File: src/rsp_pkg.sv
// Package and contact driver for the remote signal profile logic
`timescale 1ns/10ps
`default_nettype none
package rsp_pkg;
  localparam logic [4:0] OFF_CTRL = 5'h00;
  localparam logic [4:0] OFF_SER232 = 5'h04;
  localparam logic [4:0] OFF_SER485 = 5'h08;
  localparam logic [4:0] OFF_SPEED = 5'h0c;
  localparam logic [4:0] OFF_STATUS = 5'h10;
  localparam logic [4:0] OFF_IRQ_STAT = 5'h14;
  localparam logic [4:0] OFF_IRQ_MASK = 5'h18;
  // Control register fields
  localparam int CTRL_ALARM_PROF = 0;
  localparam int CTRL_REMOTE_PROF = 1;
  localparam int CTRL_STOP_SCOPE = 2;
  localparam int CTRL_CAUTION = 3;
  // Serial register fields
  localparam int SER_BAUD_LSB = 0;
  localparam int SER_BAUD_W = 17;
  localparam int SER_REPORT = 20;
  localparam int SER_SHARED = 21;
  localparam int SER_NODE_LSB = 24;
  localparam int SER_NODE_W = 8;
  // Speed register fields
  localparam int SPD_UNIT = 0;
  localparam int SPD_REDUCED = 1;
  localparam int SPD_SET_LSB = 16;
  localparam int SPD_SET_W = 11;
  // Interrupt bits
  localparam int IRQ_ALARM = 0;
  localparam int IRQ_WARN = 1;
  localparam int IRQ_STOP = 2;
  localparam int IRQ_PFB = 3;
  localparam int IRQ_W = 4;
  // Reset values
  localparam logic PROF_LEGACY = 1'b0;
  localparam logic PROF_SEMI = 1'b1;
  localparam logic SCOPE_REMOTE_ONLY = 1'b0;
  localparam logic SCOPE_REMOTE_SERIAL = 1'b1;
  localparam logic [16:0] BAUD_DEFAULT = 17'h02580;
  localparam logic [7:0] NODE_DEFAULT = 8'h01;
  localparam logic [10:0] SETPOINT_DEFAULT = 11'h3e8;
  localparam logic [10:0] SETPOINT_MAX = 11'h3e8;
  localparam logic UNIT_PERCENT = 1'b0;
  localparam logic SPEED_NORMAL = 1'b0;
  localparam logic CONTACT_RESET = 1'b0;
  typedef enum logic {RSP_LEGACY_T0, RSP_SEMI_T1} rsp_dummy_t;
endpackage : rsp_pkg

////////////////////////////////////////////////////////////////////////
// One status contact: primary contact level from profile, power and fault
module rsp_contact (
  input wire logic clk,
  input wire logic rst,
  input wire logic semi_profile,
  input wire logic power_on,
  input wire logic fault,
  output logic closed
);
  logic next_closed;

  // Legacy opens on fault; SEMI closes on fault or with power off
  always_comb begin
    if (semi_profile)
      next_closed = fault | ~power_on;
    else
      next_closed = ~fault;
  end

  always_ff @(posedge clk or posedge rst) begin
    if (rst)
      closed <= rsp_pkg::CONTACT_RESET;
    else
      closed <= next_closed;
  end
endmodule : rsp_contact
`default_nettype wire

File: src/rsp_top.sv
// Remote signal profile logic: contacts, stop gating and settings
`timescale 1ns/10ps
`default_nettype none

// Functional notes
// - Legacy profile drops remote-available during power-failure braking.
// - SEMI profile holds remote-available whenever remote operation is available.
// - Remote-only scope honours an open stop input only while remote is available.
// - Remote-and-serial scope also honours an open stop during serial operation.
// - Legacy alarm contact opens on alarm and closes with power off and no fault.
// - SEMI alarm contact closes on power off or alarm and opens with no fault.
// - Legacy warning contact opens on warning and closes with power off and no fault.
// - SEMI warning contact closes on power off or warning and opens with no fault.
// - Defaults are legacy alarm and remote profiles with remote-only stop scope.
// - Default RS-232C link is 9600 bit/s with event reporting on.
// - Default RS-485 link is 9600 bit/s, no shared_bus_addressing, node 01, reporting on.
// - Default speed shows percent, normal speed, reduced setpoint 100.0 percent.
// - Default caution display is enabled.
module rsp_top (
  input wire logic clk,
  input wire logic rst,
  input wire logic [4:0] address,
  input wire logic read,
  input wire logic write,
  input wire logic [31:0] writedata,
  output logic [31:0] readdata,
  output logic waitrequest,
  input wire logic power_on,
  input wire logic alarm_active,
  input wire logic warning_active,
  input wire logic remote_available,
  input wire logic pf_braking,
  input wire logic serial_operation,
  input wire logic stop_open,
  output logic alarm_contact,
  output logic warning_contact,
  output logic remote_contact,
  output logic stop_request,
  output logic caution_display_enable,
  output logic irq
);
  ////////////////////////////////////////////////////////////////////
  // Settings
  logic alarm_semi;
  logic remote_semi;
  logic stop_scope_remote_and_serial;
  logic [16:0] baud232;
  logic [16:0] baud485;
  logic report232;
  logic unsolicited_report_enable;
  logic shared_bus_addressing;
  logic [7:0] node_identifier;
  logic unit_sel;
  logic reduced_sel;
  logic [10:0] reduced_speed_setpoint;
  logic [rsp_pkg::IRQ_W-1:0] irq_stat;
  logic [rsp_pkg::IRQ_W-1:0] irq_mask;
  logic [rsp_pkg::IRQ_W-1:0] event_hit;
  logic ack;
  logic wr_en;
  logic [31:0] next_readdata;
  logic alarm_q;
  logic warn_q;
  logic pfb_q;
  logic next_stop;
  logic next_remote;

  // Address match, shared by read and write decode
  function automatic logic hit(input logic [4:0] a, input logic [4:0] off);
    hit = (a == off);
  endfunction : hit

  ////////////////////////////////////////////////////////////////////
  // Avalon slave: one wait cycle, write lands on the accepting edge
  assign waitrequest = (read | write) & ~ack;
  assign wr_en = write & ack;

  always_ff @(posedge clk or posedge rst) begin
    if (rst)
      ack <= 1'b0;
    else
      ack <= (read | write) & ~ack;
  end

  always_comb begin
    next_readdata = 32'h00000000;
    if (hit(address, rsp_pkg::OFF_CTRL)) begin
      next_readdata[rsp_pkg::CTRL_ALARM_PROF] = alarm_semi;
      next_readdata[rsp_pkg::CTRL_REMOTE_PROF] = remote_semi;
      next_readdata[rsp_pkg::CTRL_STOP_SCOPE] = stop_scope_remote_and_serial;
      next_readdata[rsp_pkg::CTRL_CAUTION] = caution_display_enable;
    end else if (hit(address, rsp_pkg::OFF_SER232)) begin
      next_readdata[rsp_pkg::SER_BAUD_LSB +: rsp_pkg::SER_BAUD_W] = baud232;
      next_readdata[rsp_pkg::SER_REPORT] = report232;
    end else if (hit(address, rsp_pkg::OFF_SER485)) begin
      next_readdata[rsp_pkg::SER_BAUD_LSB +: rsp_pkg::SER_BAUD_W] = baud485;
      next_readdata[rsp_pkg::SER_REPORT] = unsolicited_report_enable;
      next_readdata[rsp_pkg::SER_SHARED] = shared_bus_addressing;
      next_readdata[rsp_pkg::SER_NODE_LSB +: rsp_pkg::SER_NODE_W] = node_identifier;
    end else if (hit(address, rsp_pkg::OFF_SPEED)) begin
      next_readdata[rsp_pkg::SPD_UNIT] = unit_sel;
      next_readdata[rsp_pkg::SPD_REDUCED] = reduced_sel;
      next_readdata[rsp_pkg::SPD_SET_LSB +: rsp_pkg::SPD_SET_W] = reduced_speed_setpoint;
    end else if (hit(address, rsp_pkg::OFF_STATUS)) begin
      next_readdata[6:0] = {stop_open, remote_available, pf_braking, stop_request,
                            remote_contact, warning_contact, alarm_contact};
    end else if (hit(address, rsp_pkg::OFF_IRQ_STAT)) begin
      next_readdata[rsp_pkg::IRQ_W-1:0] = irq_stat;
    end else if (hit(address, rsp_pkg::OFF_IRQ_MASK)) begin
      next_readdata[rsp_pkg::IRQ_W-1:0] = irq_mask;
    end
  end

  // Captured in the wait cycle so data stand at the accepting edge
  always_ff @(posedge clk or posedge rst) begin
    if (rst)
      readdata <= 32'h00000000;
    else if (read & ~ack)
      readdata <= next_readdata;
  end

  ////////////////////////////////////////////////////////////////////
  // Profile and stop scope settings
  // legacy defaults
  always_ff @(posedge clk or posedge rst) begin
    if (rst) begin
      alarm_semi <= rsp_pkg::PROF_LEGACY;
      remote_semi <= rsp_pkg::PROF_LEGACY;
      stop_scope_remote_and_serial <= rsp_pkg::SCOPE_REMOTE_ONLY;
    end else if (wr_en && hit(address, rsp_pkg::OFF_CTRL)) begin
      alarm_semi <= writedata[rsp_pkg::CTRL_ALARM_PROF];
      remote_semi <= writedata[rsp_pkg::CTRL_REMOTE_PROF];
      stop_scope_remote_and_serial <= writedata[rsp_pkg::CTRL_STOP_SCOPE];
    end
  end

  always_ff @(posedge clk or posedge rst) begin
    if (rst)
      caution_display_enable <= 1'b1;
    else if (wr_en && hit(address, rsp_pkg::OFF_CTRL))
      caution_display_enable <= writedata[rsp_pkg::CTRL_CAUTION];
  end

  ////////////////////////////////////////////////////////////////////
  // Serial link defaults
  // RS-232C defaults
  always_ff @(posedge clk or posedge rst) begin
    if (rst) begin
      baud232 <= rsp_pkg::BAUD_DEFAULT;
      report232 <= 1'b1;
    end else if (wr_en && hit(address, rsp_pkg::OFF_SER232)) begin
      baud232 <= writedata[rsp_pkg::SER_BAUD_LSB +: rsp_pkg::SER_BAUD_W];
      report232 <= writedata[rsp_pkg::SER_REPORT];
    end
  end

  always_ff @(posedge clk or posedge rst) begin
    if (rst) begin
      baud485 <= rsp_pkg::BAUD_DEFAULT;
      unsolicited_report_enable <= 1'b1;
      shared_bus_addressing <= 1'b0;
      node_identifier <= rsp_pkg::NODE_DEFAULT;
    end else if (wr_en && hit(address, rsp_pkg::OFF_SER485)) begin
      baud485 <= writedata[rsp_pkg::SER_BAUD_LSB +: rsp_pkg::SER_BAUD_W];
      unsolicited_report_enable <= writedata[rsp_pkg::SER_REPORT];
      shared_bus_addressing <= writedata[rsp_pkg::SER_SHARED];
      node_identifier <= writedata[rsp_pkg::SER_NODE_LSB +: rsp_pkg::SER_NODE_W];
    end
  end

  ////////////////////////////////////////////////////////////////////
  // Variable speed
  // speed defaults
  always_ff @(posedge clk or posedge rst) begin
    if (rst) begin
      unit_sel <= rsp_pkg::UNIT_PERCENT;
      reduced_sel <= rsp_pkg::SPEED_NORMAL;
      reduced_speed_setpoint <= rsp_pkg::SETPOINT_DEFAULT;
    end else if (wr_en && hit(address, rsp_pkg::OFF_SPEED)) begin
      unit_sel <= writedata[rsp_pkg::SPD_UNIT];
      reduced_sel <= writedata[rsp_pkg::SPD_REDUCED];
      // Setpoint above 100.0 percent is clamped, not wrapped
      if (writedata[rsp_pkg::SPD_SET_LSB +: rsp_pkg::SPD_SET_W] > rsp_pkg::SETPOINT_MAX)
        reduced_speed_setpoint <= rsp_pkg::SETPOINT_MAX;
      else
        reduced_speed_setpoint <= writedata[rsp_pkg::SPD_SET_LSB +: rsp_pkg::SPD_SET_W];
    end
  end

  ////////////////////////////////////////////////////////////////////
  // Status contacts
  // alarm contact
  rsp_contact u_alarm (
    .clk(clk),
    .rst(rst),
    .semi_profile(alarm_semi),
    .power_on(power_on),
    .fault(alarm_active),
    .closed(alarm_contact)
  );

  rsp_contact u_warn (
    .clk(clk),
    .rst(rst),
    .semi_profile(alarm_semi),
    .power_on(power_on),
    .fault(warning_active),
    .closed(warning_contact)
  );

  always_comb begin
    if (remote_semi)
      next_remote = remote_available;
    else
      next_remote = remote_available & ~pf_braking;
  end

  always_ff @(posedge clk or posedge rst) begin
    if (rst)
      remote_contact <= 1'b0;
    else
      remote_contact <= next_remote;
  end

  ////////////////////////////////////////////////////////////////////
  // Hard-wired stop
  // stop scope gate
  always_comb begin
    next_stop = stop_open & (remote_available |
                (stop_scope_remote_and_serial & serial_operation));
  end

  always_ff @(posedge clk or posedge rst) begin
    if (rst)
      stop_request <= 1'b0;
    else
      stop_request <= next_stop;
  end

  ////////////////////////////////////////////////////////////////////
  // Interrupts: rising edges of alarm, warning, stop, braking
  always_ff @(posedge clk or posedge rst) begin
    if (rst) begin
      alarm_q <= 1'b0;
      warn_q <= 1'b0;
      pfb_q <= 1'b0;
    end else begin
      alarm_q <= alarm_active;
      warn_q <= warning_active;
      pfb_q <= pf_braking;
    end
  end

  assign event_hit[rsp_pkg::IRQ_ALARM] = alarm_active & ~alarm_q;
  assign event_hit[rsp_pkg::IRQ_WARN] = warning_active & ~warn_q;
  assign event_hit[rsp_pkg::IRQ_STOP] = next_stop & ~stop_request;
  assign event_hit[rsp_pkg::IRQ_PFB] = pf_braking & ~pfb_q;

  // Set beats a same-cycle write-one clear
  genvar gi;
  generate
    for (gi = 0; gi < rsp_pkg::IRQ_W; gi++) begin : g_irq
      always_ff @(posedge clk or posedge rst) begin
        if (rst)
          irq_stat[gi] <= 1'b0;
        else if (event_hit[gi])
          irq_stat[gi] <= 1'b1;
        else if (wr_en && hit(address, rsp_pkg::OFF_IRQ_STAT) && writedata[gi])
          irq_stat[gi] <= 1'b0;
      end
    end
  endgenerate

  always_ff @(posedge clk or posedge rst) begin
    if (rst)
      irq_mask <= '0;
    else if (wr_en && hit(address, rsp_pkg::OFF_IRQ_MASK))
      irq_mask <= writedata[rsp_pkg::IRQ_W-1:0];
  end

  assign irq = |(irq_stat & irq_mask);
endmodule : rsp_top
`default_nettype wire

File: config.mk
export PLATFORM = sky130hd
export DESIGN_NAME = rsp_top
export DESIGN_NICKNAME = d
export VERILOG_FILES = /design/src/rsp_pkg.sv /design/src/rsp_top.sv
export SDC_FILE = /design/constraint.sdc
export NUM_CORES = 1
export LEC_CHECK = 0
export BUFFER_PORTS_ARGS = -buffer_cell sky130_fd_sc_hd__buf_2
export CORE_MARGIN = 2
export CORE_UTILIZATION = 30
export CTS_CLUSTER_DIAMETER = 100
export CTS_CLUSTER_SIZE = 25
export DETAILED_ROUTE_END_ITERATION = 8
export HOLD_SLACK_MARGIN = 0.03
export PLACE_DENSITY = 0.51
export SLEW_MARGIN = 20
export SYNTH_ARGS = -nofsm -noshare
export SYNTH_HDL_FRONTEND = slang
export SYNTH_HIERARCHICAL = 1
export SYNTH_SLANG_ARGS = --single-unit
File: constraint.sdc
create_clock -name clk -period 4.9 [get_ports clk]
set_clock_uncertainty 0.1 [all_clocks]
set_input_delay 0.98 -clock clk [delete_from_list [all_inputs] [get_ports clk]]
set_output_delay 0.98 -clock clk [all_outputs]
set_load 0.005 [all_outputs]
; Yosys cells after proc, flatten, opt, wreduce, memory -nomap -nowiden
; Index checks and enable logic that the tools add are counted.
[totals]
ff_bits = 110
inputBits = 48
out_inout_bits = 39
wordCells = 107
[classes]
n_lt_le_gt_ge = 1
eq_ne = 6
mux = 33
bitwise = 24
reduce_logical = 16
[op_table]
columns = operator, count
row1 = two-way mux 11 bit, 3
row2 = two-way mux 28 bit, 1
row3 = two-way mux 17 bit, 1
row4 = two-way mux 4 bit, 4
row5 = "== test 5 bit, second input constant", 3
row6 = two-way mux 1 bit, 13
row7 = two-way mux 3 bit, 4
row8 = "> comparator 11 x 10 -> 1 bit, second input constant", 1
row9 = AND 1 bit, 10
row10 = "== test 5 x 4 -> 1 bit, second input constant", 2
row11 = logical AND 1 bit, 10
row12 = two-way mux 5 bit, 2
row13 = two-way mux 9 bit, 1
row14 = NOT 1 bit, 9
row15 = nonzero test 2 bit, 4
row16 = two-way mux 7 bit, 1
row17 = two-way mux 2 bit, 3
row18 = "== test 5 x 3 -> 1 bit, second input constant", 1
row19 = zero test 5 bit, 1
row20 = AND 4 bit, 1
row21 = OR 1 bit, 4
row22 = OR reduction 4 bit, 1

; Depth between registers and ports, before layout
; Gate-level depths: netlist (run 1).
[logic_depth]
word_depth = 8
mapped_depth = 6
mapped_depth_nobuf = 4

; By module
; The synthesis (run 1) kept the hierarchy.
[by_module_without_submodules]
columns = mod, instances, cells_each, area_each_um2, seq_area_each_um2
row1 = rsp_top, 1, 399, 4697.0, 2725.1
row2 = rsp_contact, 2, 4, 43.8, 25.0

; Worst setup path before layout (run 1)
; OpenSTA, ideal clock, no wires.
[synth_timing]
path_kind = input-to-reg
start = input address[2]
end = register baud232[0]
setup_time_ps = 125
arrival_time_ps = 2393
required_time_ps = 4675
slack_ps = 2282
cell_stages = 6
n_path_buf = 2
cell_sequence = buf_4 -> nor2b_1 -> nand2_1 -> nor2_2 -> buf_2 -> mux2_2
[synth_between]
elab_chain_cells = 2
[synth_rtl]
columns = element, line
row1 = start: declaration, rsp_top.sv:22  ; input wire logic [4:0] address,
row2 = == test 5 x 3 -> 1 bit, rsp_top.sv:70  ; hit = (a == off);
row3 = logical AND 1 bit, rsp_top.sv:151  ; end else if (wr_en && hit(address, rsp_pkg::OFF_SER232)) begin
row4 = end signal: assignment, rsp_top.sv:149  ; baud232 <= rsp_pkg::BAUD_DEFAULT;
row5 = end signal: assignment, rsp_top.sv:152  ; baud232 <= writedata[rsp_pkg::SER_BAUD_LSB +: rsp_pkg::SER_BAUD_W];
row6 = end: declaration, rsp_top.sv:47  ; logic [16:0] baud232;
; Every way passes these cells.
; A chain may end at the register's enable or synchronous reset.

; Final worst setup path (run 1)
[layout_timing]
start = input address[3]
end = register baud485[4]
[layout_between]
elab_chain_cells = 2
[layout_rtl]
columns = element, line
row1 = == test 5 x 4 -> 1 bit, rsp_top.sv:70
row2 = logical AND 1 bit, rsp_top.sv:163  ; end else if (wr_en && hit(address, rsp_pkg::OFF_SER485)) begin
row3 = end signal: assignment, rsp_top.sv:159  ; baud485 <= rsp_pkg::BAUD_DEFAULT;
row4 = end signal: assignment, rsp_top.sv:164  ; baud485 <= writedata[rsp_pkg::SER_BAUD_LSB +: rsp_pkg::SER_BAUD_W];
row5 = end: declaration, rsp_top.sv:48  ; logic [16:0] baud485;
; Every way passes these cells.

==> impl_metrics.json, run 1 <==
{
  "result_of_the_run": "finished clean",
  "numCtsBuffers": 9,
  "die_w_um": 130,
  "synth_edf_count": 0,
  "die_area_sq_mm": 0.0170,
  "reg2regPathDepth": 3,
  "period_share_pct": 64.6,
  "yosysMostFrequentCell": "dfrtp_1",
  "avgRoutedWirePerCell_um": 16.7,
  "critical_path_peak_fanout": 27,
  "ys_seq_elements": 110,
  "critical_path_arrival_ns": 3.30,
  "place_hpwl_mm": 8.37,
  "synthesis.area_sq_mm": 0.00478,
  "coreArea_sq_mm": 0.0157,
  "synth_nets": 455,
  "drt_pass1_iterations": 4,
  "maxSlewHeadroom_pct": 33.6,
  "timing.setup.critical_path_class": "in2reg",
  "final-instance-count-excl-fill": 705,
  "drc_errors": 0,
  "cts_root_buf": "clkbuf_16",
  "synth.top_cells.by_count": "dfrtp_1 (92), nand2_1 (66), mux2_2 (35), o21ai_0 (21), mux2_1 (20)",
  "drive_gt1_share_pct": 33.3,
  "grt_antenna_before_repair": 0,
  "slew_viol_final": 0,
  "critical_path.startpoint_type": "input pin",
  "ctsHtreeMaxLevel": 3,
  "setup-violations-final": 0,
  "synth_cell_type_count": 45,
  "initial_core_utilization_pct": 30.5,
  "die_y_um": 130,
  "antennaDiodeCount": 0,
  "clkSlewWorstSetupHoldPaths_ns": 0.07,
  "groute.usage.overall_pct": 14.4,
  "via_count_of_the_first_global_routing_pass": 3428,
  "grt_pass1_wl_mm": 18.6,
  "route.vias.total": 3350,
  "synth_top_cell_area_share_pct": 48.1,
  "grt_start_max_net_pins": 88,
  "required_ns": 5.03,
  "syn_avg_cell_area_sq_um": 11.8,
  "weighted_congestion_reported_at_the_end_of_routability_driven_placement": 0.811,
  "synth_area_leaders": "dfrtp_1 (48%), dfstp_2 (9.9%), mux2_2 (8.2%)",
  "num_rows": 46,
  "syn_to_final_growth_pct": 18.8,
  "period_minus_slack_ns": 3.17,
  "ctsHoldBuffers": 0,
  "cp_slowest_cell": "nor3b_4",
  "synthCells": 407,
  "yosysWarnings": 6,
  "cts_tree": "yes",
  "holdPathStages": 2,
  "path_cells": "buf_2 -> nor3b_4 -> nor3b_4 -> nand2_4 -> mux2_1",
  "finalWorstSetupSlack_ns": 1.73,
  "cts.sinks": 110,
  "finalHoldViolCount": 0,
  "power_density_mw_per_mm2": 351,
  "post_cts_resize_count": 0,
  "dpl-instance-area_sq_mm": 0.00540,
  "crit_path_max_incr_delay_ns": 0.81,
  "critPathMostFrequentCell": "nor3b_4",
  "utilization_pct": 36.2,
  "final_area_sq_mm": 0.00568,
  "ys_async_sr_fraction_pct": 100,
  "numPlacedInstances": 689,
  "num_io_pins": 87,
  "grt_setup_unrepaired": "false",
  "post-place-ws_ns": 1.32,
  "p_leak_nw": 2.70,
  "post-synth-top-area-cell": "dfrtp_1",
  "tns_ns": 0,
  "routed_via_density": 4.75,
  "synth_flop_cell": "dfrtp_1",
  "cts_setup_buffers": 0,
  "routed_wl_mm": 11.8,
  "min-delay-path-class": "reg2reg",
  "worst_slew_pin_tran_ns": 0.996,
  "detail_route.iter0.violations": 209,
  "timing.fmax_ghz": 0.316,
  "cap_violations": 0,
  "cts-root-to-sink-buffers": 2,
  "final_antenna_net_count": 0,
  "io_buffer_count": 86,
  "clk_latency_ns": 0.36,
  "critical_path.endpoint_type": "register",
  "synth_sequential_area_ratio_pct": 58.0,
  "vdd.ir_drop.worst_uv": 174,
  "grt.overflow.total": 0,
  "finish.net_count": 532
}
## sequential cells by signal, summed over array words and instances, names as in the netlist, 4 cells and up
signal	cells
baud232	17
baud485	17
reduced_speed_setpoint	11
irq_mask	4
readdata	32
node_identifier	8
irq_stat	4
## cells in the final DEF, fill, tap and decap left out, drive strengths merged, types with 2 or more instances in the layout
cell type,synthesis,final
dfstp,18,18
o31ai,7,7
nand3,6,6
a2111oi,2,2
o311ai,5,5
nor2,12,12
nand2b,7,7
nor2b,9,9
a2bb2oi,5,5
a32o,4,4
inv,9,13
a21oi,10,10
buf,6,88
clkinvlp,0,2
and2,3,3
a211o,2,2
dfrtp,92,92
mux2,55,55
and3,4,4
mux2i,6,6
nor3b,2,2
nand2,67,67
nor4,2,2
a211oi,3,3
o21ai,21,21
clkbuf,16,10
nor4b,2,2
a22o,8,8
a22oi,12,12
## where the power goes
| part | switching, W | internal [W] |
|---|---|---|
| registers | 0.0000528 | 0.00101 |
| logic | 0.000119 | 0.000104 |
| clock network | 0.000348 | 0.000355 |
| total | 0.000520 | 0.00147 |
## metrics by stage
stage	power, W	hold WS, ns
finish	0.00199	0.355
detailed placement	0.00131	0.345
global route	0.00210	0.383
CTS	0.00202	0.356
global placement	0.00130	0.341
floorplan	0.00121	0.335
## final cells by class
class | count | area, sq um
fillers | 1556 | 10000
flip-flops and latches | 110 | 2780
multi-input cells | 266 | 1870
repair buffers | 88 | 445
well taps | 216 | 270
clock buffers | 10 | 229
clock inverters | 6 | 52.6
inverters | 9 | 38.8
## cell families after synthesis
kind of cell	Yosys count	synth area share, %
AO/OA/AOI/OAI	85	12.6
buffers and inverters	31	2.90
flip-flops	110	58.0
multiplexers	61	14.2
AND/OR/NAND/NOR	120	12.3
## routing by layer
| metal | routed length, um | global-route usage [%] |
|---|---|---|
| met5 | 0 | 0 |
| met1 | 5440 | 19.5 |
| met4 | 214 | 5.00 |
| met2 | 5790 | 23.2 |
| met3 | 357 | 2.75 |
## path summary, 6_finish.rpt
path                                        endpoint                       from  slack (ns)
max                                       baud485[4]                 address[3]        1.73
min                        reduced_speed_setpoint[7]  reduced_speed_setpoint[7]        0.36
max reg2reg                               baud232[6]                        ack        2.89
min reg2reg                reduced_speed_setpoint[7]  reduced_speed_setpoint[7]        0.36
max in group asynchronous  reduced_speed_setpoint[8]                        rst        3.16
min in group asynchronous              u_warn/closed                        rst        0.41
## worst max-delay path: cells and delay by family
kind	cells	cell delay, ns
buffers and inverters	1	0.22
multiplexers	1	0.44
AND/OR/NAND/NOR	3	1.64
Power figures use the tool's default switching activity.
==> inputs of run 2 (changes only) <==
==> constraint.sdc (replaced) <==
create_clock -name clk -period 3.2 [get_ports clk]
set_clock_uncertainty 0.1 [all_clocks]
set_input_delay 0.64 -clock clk [delete_from_list [all_inputs] [get_ports clk]]
set_output_delay 0.64 -clock clk [all_outputs]
set_load 0.005 [all_outputs]
==> run 2 against run 1 <==
Against the previous run: worst setup slack got worse by 0.84 ns; wire length fell by 0.83%; clock power rose by 75%.
==> impl_metrics.json, run 2 (same netlist as run 1, synthesis figures left out) <==
{
  "groute.usage.overall_pct": 14.4,
  "power_report.internal_total_w": 0.00242,
  "power_density_mw_per_mm2": 556,
  "clk_latency_ns": 0.35,
  "cts-root-to-sink-buffers": 2,
  "avgRoutedWirePerCell_um": 16.5,
  "period_share_pct": 72.1,
  "die_y_um": 130,
  "p_leak_nw": 2.76,
  "place_hpwl_mm": 8.24,
  "timing.fmax_ghz": 0.433,
  "cts_setup_buffers": 0,
  "drt_pass1_iterations": 5,
  "finalHoldViolCount": 0,
  "routed_via_density": 4.80,
  "final_antenna_net_count": 0,
  "syn_to_final_growth_pct": 20.9,
  "timing.setup.critical_path_class": "in2reg",
  "cp_slowest_cell": "nor4_1",
  "grt_pass1_wl_mm": 18.7,
  "drive_gt1_share_pct": 34.3,
  "setup-violations-final": 0,
  "grt_antenna_before_repair": 0,
  "num_io_pins": 87,
  "critical_path_peak_fanout": 14,
  "die_area_sq_mm": 0.0170,
  "crit_path_max_incr_delay_ns": 0.73,
  "slew_viol_final": 0,
  "result_of_the_run": "finished clean",
  "coreArea_sq_mm": 0.0157,
  "final_cell_mix": "dfrtp_1 (92), buf_2 (86), nand2_1 (66)",
  "critical_path_arrival_ns": 2.50,
  "grt_start_max_net_pins": 109,
  "register_with_the_most_flip_flops": "readdata",
  "min-delay-path-class": "in2async",
  "period_minus_slack_ns": 2.31,
  "comb_power_share_pct": 10.7,
  "finish.net_count": 538,
  "ctsHoldBuffers": 0,
  "sequentialPowerShare_pct": 50.9,
  "antennaDiodeCount": 0,
  "timing.rr.start": "ack",
  "p_total_w": 0.00322,
  "maxSlewHeadroom_pct": 46.0,
  "largest_register_ff_count": 32,
  "routed_wl_mm": 11.7,
  "swShare_pct": 24.8,
  "grt_setup_unrepaired": "false",
  "critical_path.startpoint_type": "input pin",
  "vdd.ir_drop.worst_uv": 247,
  "route.vias.total": 3414,
  "numPlacedInstances": 695,
  "numCtsBuffers": 9,
  "utilization_pct": 36.8,
  "cap_violations": 0,
  "die_w_um": 130,
  "io_buffer_count": 86,
  "layout.cells.most_common": "dfrtp_1",
  "tns_ns": 0,
  "cts_root_buf": "clkbuf_16",
  "clkSlewWorstSetupHoldPaths_ns": 0.08,
  "worst_setup_path_startpoint": "address[3]",
  "via_count_of_the_first_global_routing_pass": 3468,
  "final-instance-count-excl-fill": 711,
  "ctsHtreeMaxLevel": 3,
  "fin_hold_ws_ns": 0.0474,
  "worst_slew_pin_tran_ns": 0.803,
  "weighted_congestion_reported_at_the_end_of_routability_driven_placement": 0.807,
  "grt.overflow.total": 0,
  "power_frac_clock_pct": 38.4,
  "detail_route.iter0.violations": 241,
  "num_rows": 46,
  "required_ns": 3.39,
  "post_cts_resize_count": 0,
  "initial_core_utilization_pct": 30.5,
  "path_cells": "buf_2 -> nor3b_4 -> nand2_1 -> nor4_1 -> a22o_1",
  "cts.sinks": 110,
  "critical_path.endpoint_type": "register",
  "drc_errors": 0,
  "cts_tree": "yes",
  "largestRegisters": "readdata (32), baud232 (17), baud485 (17)",
  "switching_power_w": 0.000799
}
==> run 2: cell count changes in the layout (fill, tap and decap cells not counted), sizes merged <==
cell	before	now
clkbuf	10	9
inv	13	11
bufinv	0	2
buf	88	94
clkinv	0	2
clkinvlp	2	1
==> run 2: layer usage <==
layer  global-route usage, %  part of all wire [%]  vias up
li1                        -                     -     1616
met1                    19.0                    46     1721
met2                    22.9                    48       64
met3                    2.99                   3.7       13
met4                    6.39                   1.9        0
met5                       0                     0        -
==> run 2: worst paths after layout <==
path,cells past startpoint,end,slack [ns]
setup reg to reg,3,reduced_speed_setpoint[0],1.48
hold / removal,2,u_warn/closed,0.05
max in group asynchronous,3,reduced_sel,2.17
setup / recovery,5,reduced_speed_setpoint[0],0.89
hold reg to reg,2,reduced_speed_setpoint[8],0.36
min in group clk,1,warn_q,0.33
==> run 2: final cells by class <==
cell class                      count  area, sq um
Fill cell                        1565         9930
Sequential cell                   110         2780
Multi-Input combinational cell    266         1870
Timing Repair Buffer               94          503
Tap cell                          216          270
Clock buffer                        9          225
Clock inverter                      7          103
Inverter                            9         37.5
==> run 2: critical path, delay by kind of cell <==
kind	cells	cell delay, ns
AOI/OAI and AO/OA	1	0.23
buffers and inverters	1	0.22
and+or+nand+nor	3	1.42
==> run 2: per-stage QoR <==
step                instance area, sq um  worst slack [ns]
finish                              5790             0.891
global route                        5790             0.696
CTS                                 5790             0.927
detailed placement                  5460             0.559
global placement                    5460             0.650
floorplan                           4790             0.922
==> run 2: power groups by stage <==
| stage | clock network [W] | logic, W | registers [W] |
|---|---|---|---|
| floorplan | 0 | 0.000219 | 0.00164 |
| global placement | 0 | 0.000343 | 0.00166 |
| detailed placement | 0 | 0.000352 | 0.00166 |
| CTS | 0.00127 | 0.000354 | 0.00164 |
| global route | 0.00133 | 0.000388 | 0.00166 |
| finish | 0.00123 | 0.000344 | 0.00164 |
==> inputs of run 3 (changes only) <==
--- a/config.mk
+++ b/config.mk
@@ -5,6 +5,7 @@
 export SDC_FILE = /design/constraint.sdc
 export NUM_CORES = 1
 export LEC_CHECK = 0
+export ABC_AREA = 1
 export BUFFER_PORTS_ARGS = -buffer_cell sky130_fd_sc_hd__buf_2
 export CORE_MARGIN = 2
 export CORE_UTILIZATION = 30
==> constraint.sdc (replaced) <==
create_clock -name clk -period 2.4 [get_ports clk]
set_clock_uncertainty 0.1 [all_clocks]
set_input_delay 0.48 -clock clk [delete_from_list [all_inputs] [get_ports clk]]
set_output_delay 0.48 -clock clk [all_outputs]
set_load 0.005 [all_outputs]
==> run 3 against run 2 <==
Against the previous run: via count rose by 19%; hold slack better by 0.13 ns; synthesized cell count up 43%; sequential cell count did not move; sequential power is 32% higher; wire length grew 6.2%; final cell count is 25% higher; synthesized area grew 2.7%; largest power group unchanged.
==> impl_metrics.json, run 3 <==
{
  "drt_pass1_iterations": 4,
  "vdd.ir_drop.worst_uv": 317,
  "synth_top_family_by_area": "simple AND/OR/NAND/NOR gates",
  "synth_simple_gate_area_share_pct": 27.4,
  "num_rows": 46,
  "synthXorXnorAreaFrac_pct": 0,
  "antennaDiodeCount": 0,
  "grt_pass1_wl_mm": 20.8,
  "final_area_sq_mm": 0.00592,
  "groute.usage.overall_pct": 14.9,
  "avgRoutedWirePerCell_um": 14.0,
  "synth_nets": 631,
  "path_cells": "buf_2 -> inv_2 -> nand2_1 -> inv_2 -> nand2_2 -> clkinv_2 -> nand2_4 -> nand2_1 -> o21ai_0",
  "grt_setup_unrepaired": "false",
  "cts-root-to-sink-buffers": 2,
  "final_antenna_net_count": 0,
  "place_hpwl_mm": 8.74,
  "coreArea_sq_mm": 0.0159,
  "cts_tree": "yes",
  "critical_path_arrival_ns": 1.81,
  "post-place-ws_ns": 0.342,
  "clk_latency_ns": 0.35,
  "die_w_um": 132,
  "finalHoldViolCount": 0,
  "synth_edf_count": 0,
  "num_io_pins": 87,
  "post_cts_resize_count": 0,
  "timing.fmax_ghz": 0.594,
  "die_y_um": 132,
  "synth_flop_cell": "dfrtp_1",
  "yosysMostFrequentCell": "nand2_1",
  "ctsHtreeMaxLevel": 3,
  "cap_violations": 0,
  "synth_cell_type_count": 29,
  "grt.overflow.total": 0,
  "initial_core_utilization_pct": 30.8,
  "critical_path.endpoint_type": "register",
  "detail_route.iter0.violations": 172,
  "weighted_congestion_reported_at_the_end_of_routability_driven_placement": 0.820,
  "register_with_the_most_flip_flops": "readdata",
  "critical_path_peak_fanout": 36,
  "period_minus_slack_ns": 1.68,
  "period_share_pct": 70.2,
  "cts_root_buf": "clkbuf_16",
  "yosysWarnings": 6,
  "final_cell_mix": "nand2_1 (225), dfrtp_1 (92), buf_2 (86)",
  "post_synth_fa_ha_maj_area_fraction_pct": 0,
  "timing.setup.critical_path_class": "in2reg",
  "synthCells": 583,
  "largestRegisters": "readdata (32), baud232 (17), baud485 (17)",
  "clkSlewWorstSetupHoldPaths_ns": 0.07,
  "required_ns": 2.53,
  "drc_errors": 0,
  "routed_wl_mm": 12.4,
  "numCtsBuffers": 9,
  "ys_seq_elements": 110,
  "drive_gt1_share_pct": 22.4,
  "setup-violations-final": 0,
  "timing.critical_path.max_delay_family": "buffers and inverters",
  "grt_start_max_net_pins": 38,
  "via_count_of_the_first_global_routing_pass": 4056,
  "tns_ns": 0,
  "synth_top_cell_area_share_pct": 46.9,
  "dpl-instance-area_sq_mm": 0.00559,
  "largest_register_ff_count": 32,
  "result_of_the_run": "finished clean",
  "cts.sinks": 110,
  "routed_via_density": 4.56,
  "p_total_w": 0.00422,
  "synth.top_cells.by_count": "nand2_1 (225), dfrtp_1 (92), o21ai_0 (56), inv_1 (47), nand3_1 (39)",
  "synth_compound_gate_area_share_pct": 8.99,
  "synth_sequential_area_ratio_pct": 56.5,
  "io_buffer_count": 86,
  "cp_slowest_cell": "nand2_4",
  "syn_to_final_growth_pct": 20.5,
  "p_leak_nw": 3.15,
  "synth.mux.area_fraction_pct": 0,
  "crit_path_max_incr_delay_ns": 0.26,
  "finalWorstSetupSlack_ns": 0.716,
  "min-delay-path-class": "in2reg",
  "critical_path.startpoint_type": "input pin",
  "n_fill_cell": 1713,
  "route.vias.total": 4061,
  "layout.cells.most_common": "nand2_1",
  "synthesis.area_sq_mm": 0.00491,
  "maxSlewHeadroom_pct": 54.5,
  "fin_hold_ws_ns": 0.174,
  "syn_avg_cell_area_sq_um": 8.43,
  "power_density_mw_per_mm2": 714,
  "worst_slew_pin_tran_ns": 0.681,
  "ys_async_sr_fraction_pct": 100,
  "die_area_sq_mm": 0.0174,
  "crit_buf_inv": 4,
  "slew_viol_final": 0,
  "synth_area_leaders": "dfrtp_1 (47%), nand2_1 (17%), dfstp_2 (9.6%)",
  "grt_antenna_before_repair": 0,
  "finish.net_count": 717,
  "post-synth-top-area-cell": "dfrtp_1"
}
## run 3: layout make-up
cell class | count | area [sq um] | area share (%)
flip-flops and latches | 110 | 2780 | 46.9
inverters | 56 | 215 | 3.64
repair buffers | 97 | 553 | 9.34
clock inverters | 4 | 70.1 | 1.18
well taps | 216 | 270 | 4.57
multi-input cells | 395 | 1790 | 30.2
clock buffers | 12 | 246 | 4.16
## run 3: per-stage QoR
stage | std cells | util [%]
after detailed placement | 873 | 35.1
final | 890 | 37.1
after CTS | 890 | 37.1
after floorplan | 583 | -
after global placement | 873 | 35.1
after global routing | 890 | 37.1
## run 3: cell families after synthesis
group	count (synthesis)
compound gates	81
simple gates	314
buf+inv	78
flops	110
## run 3: path summary, 6_finish.rpt
kind,start,end,slack (ns),cells after the start
worst max-delay path,address[3],baud232[15],0.72,9
worst min-delay path,alarm_active,alarm_q,0.17,1
worst max register to register,ack,alarm_semi,0.77,5
worst min register to register,warn_q,irq_stat[1],0.31,1
max in group asynchronous,rst,baud485[7],0.86,4
min in group asynchronous,rst,u_warn/closed,0.44,3
## run 3: layer usage
metal	share of wire [%]	up-vias	GRT usage, %
li1	-	2032	-
met1	49	1924	20.6
met2	45	88	22.6
met3	4.1	17	3.50
met4	1.9	0	5.98
met5	0	-	0
## run 3: repair_timing
action                                  4_1_cts  5_1_grt
endpoints found under the hold margin         2        0
endpoints found under the setup margin        0        0
setup buffers                                 0        0
hold buffers                                  1        0
## run 3: power breakdown
part	leakage [nW]	internal, W	switching, W
clock network	0.157	0.000941	0.000666
logic	1.58	0.000168	0.000279
registers	1.41	0.00207	0.000103
total	3.15	0.00318	0.00105
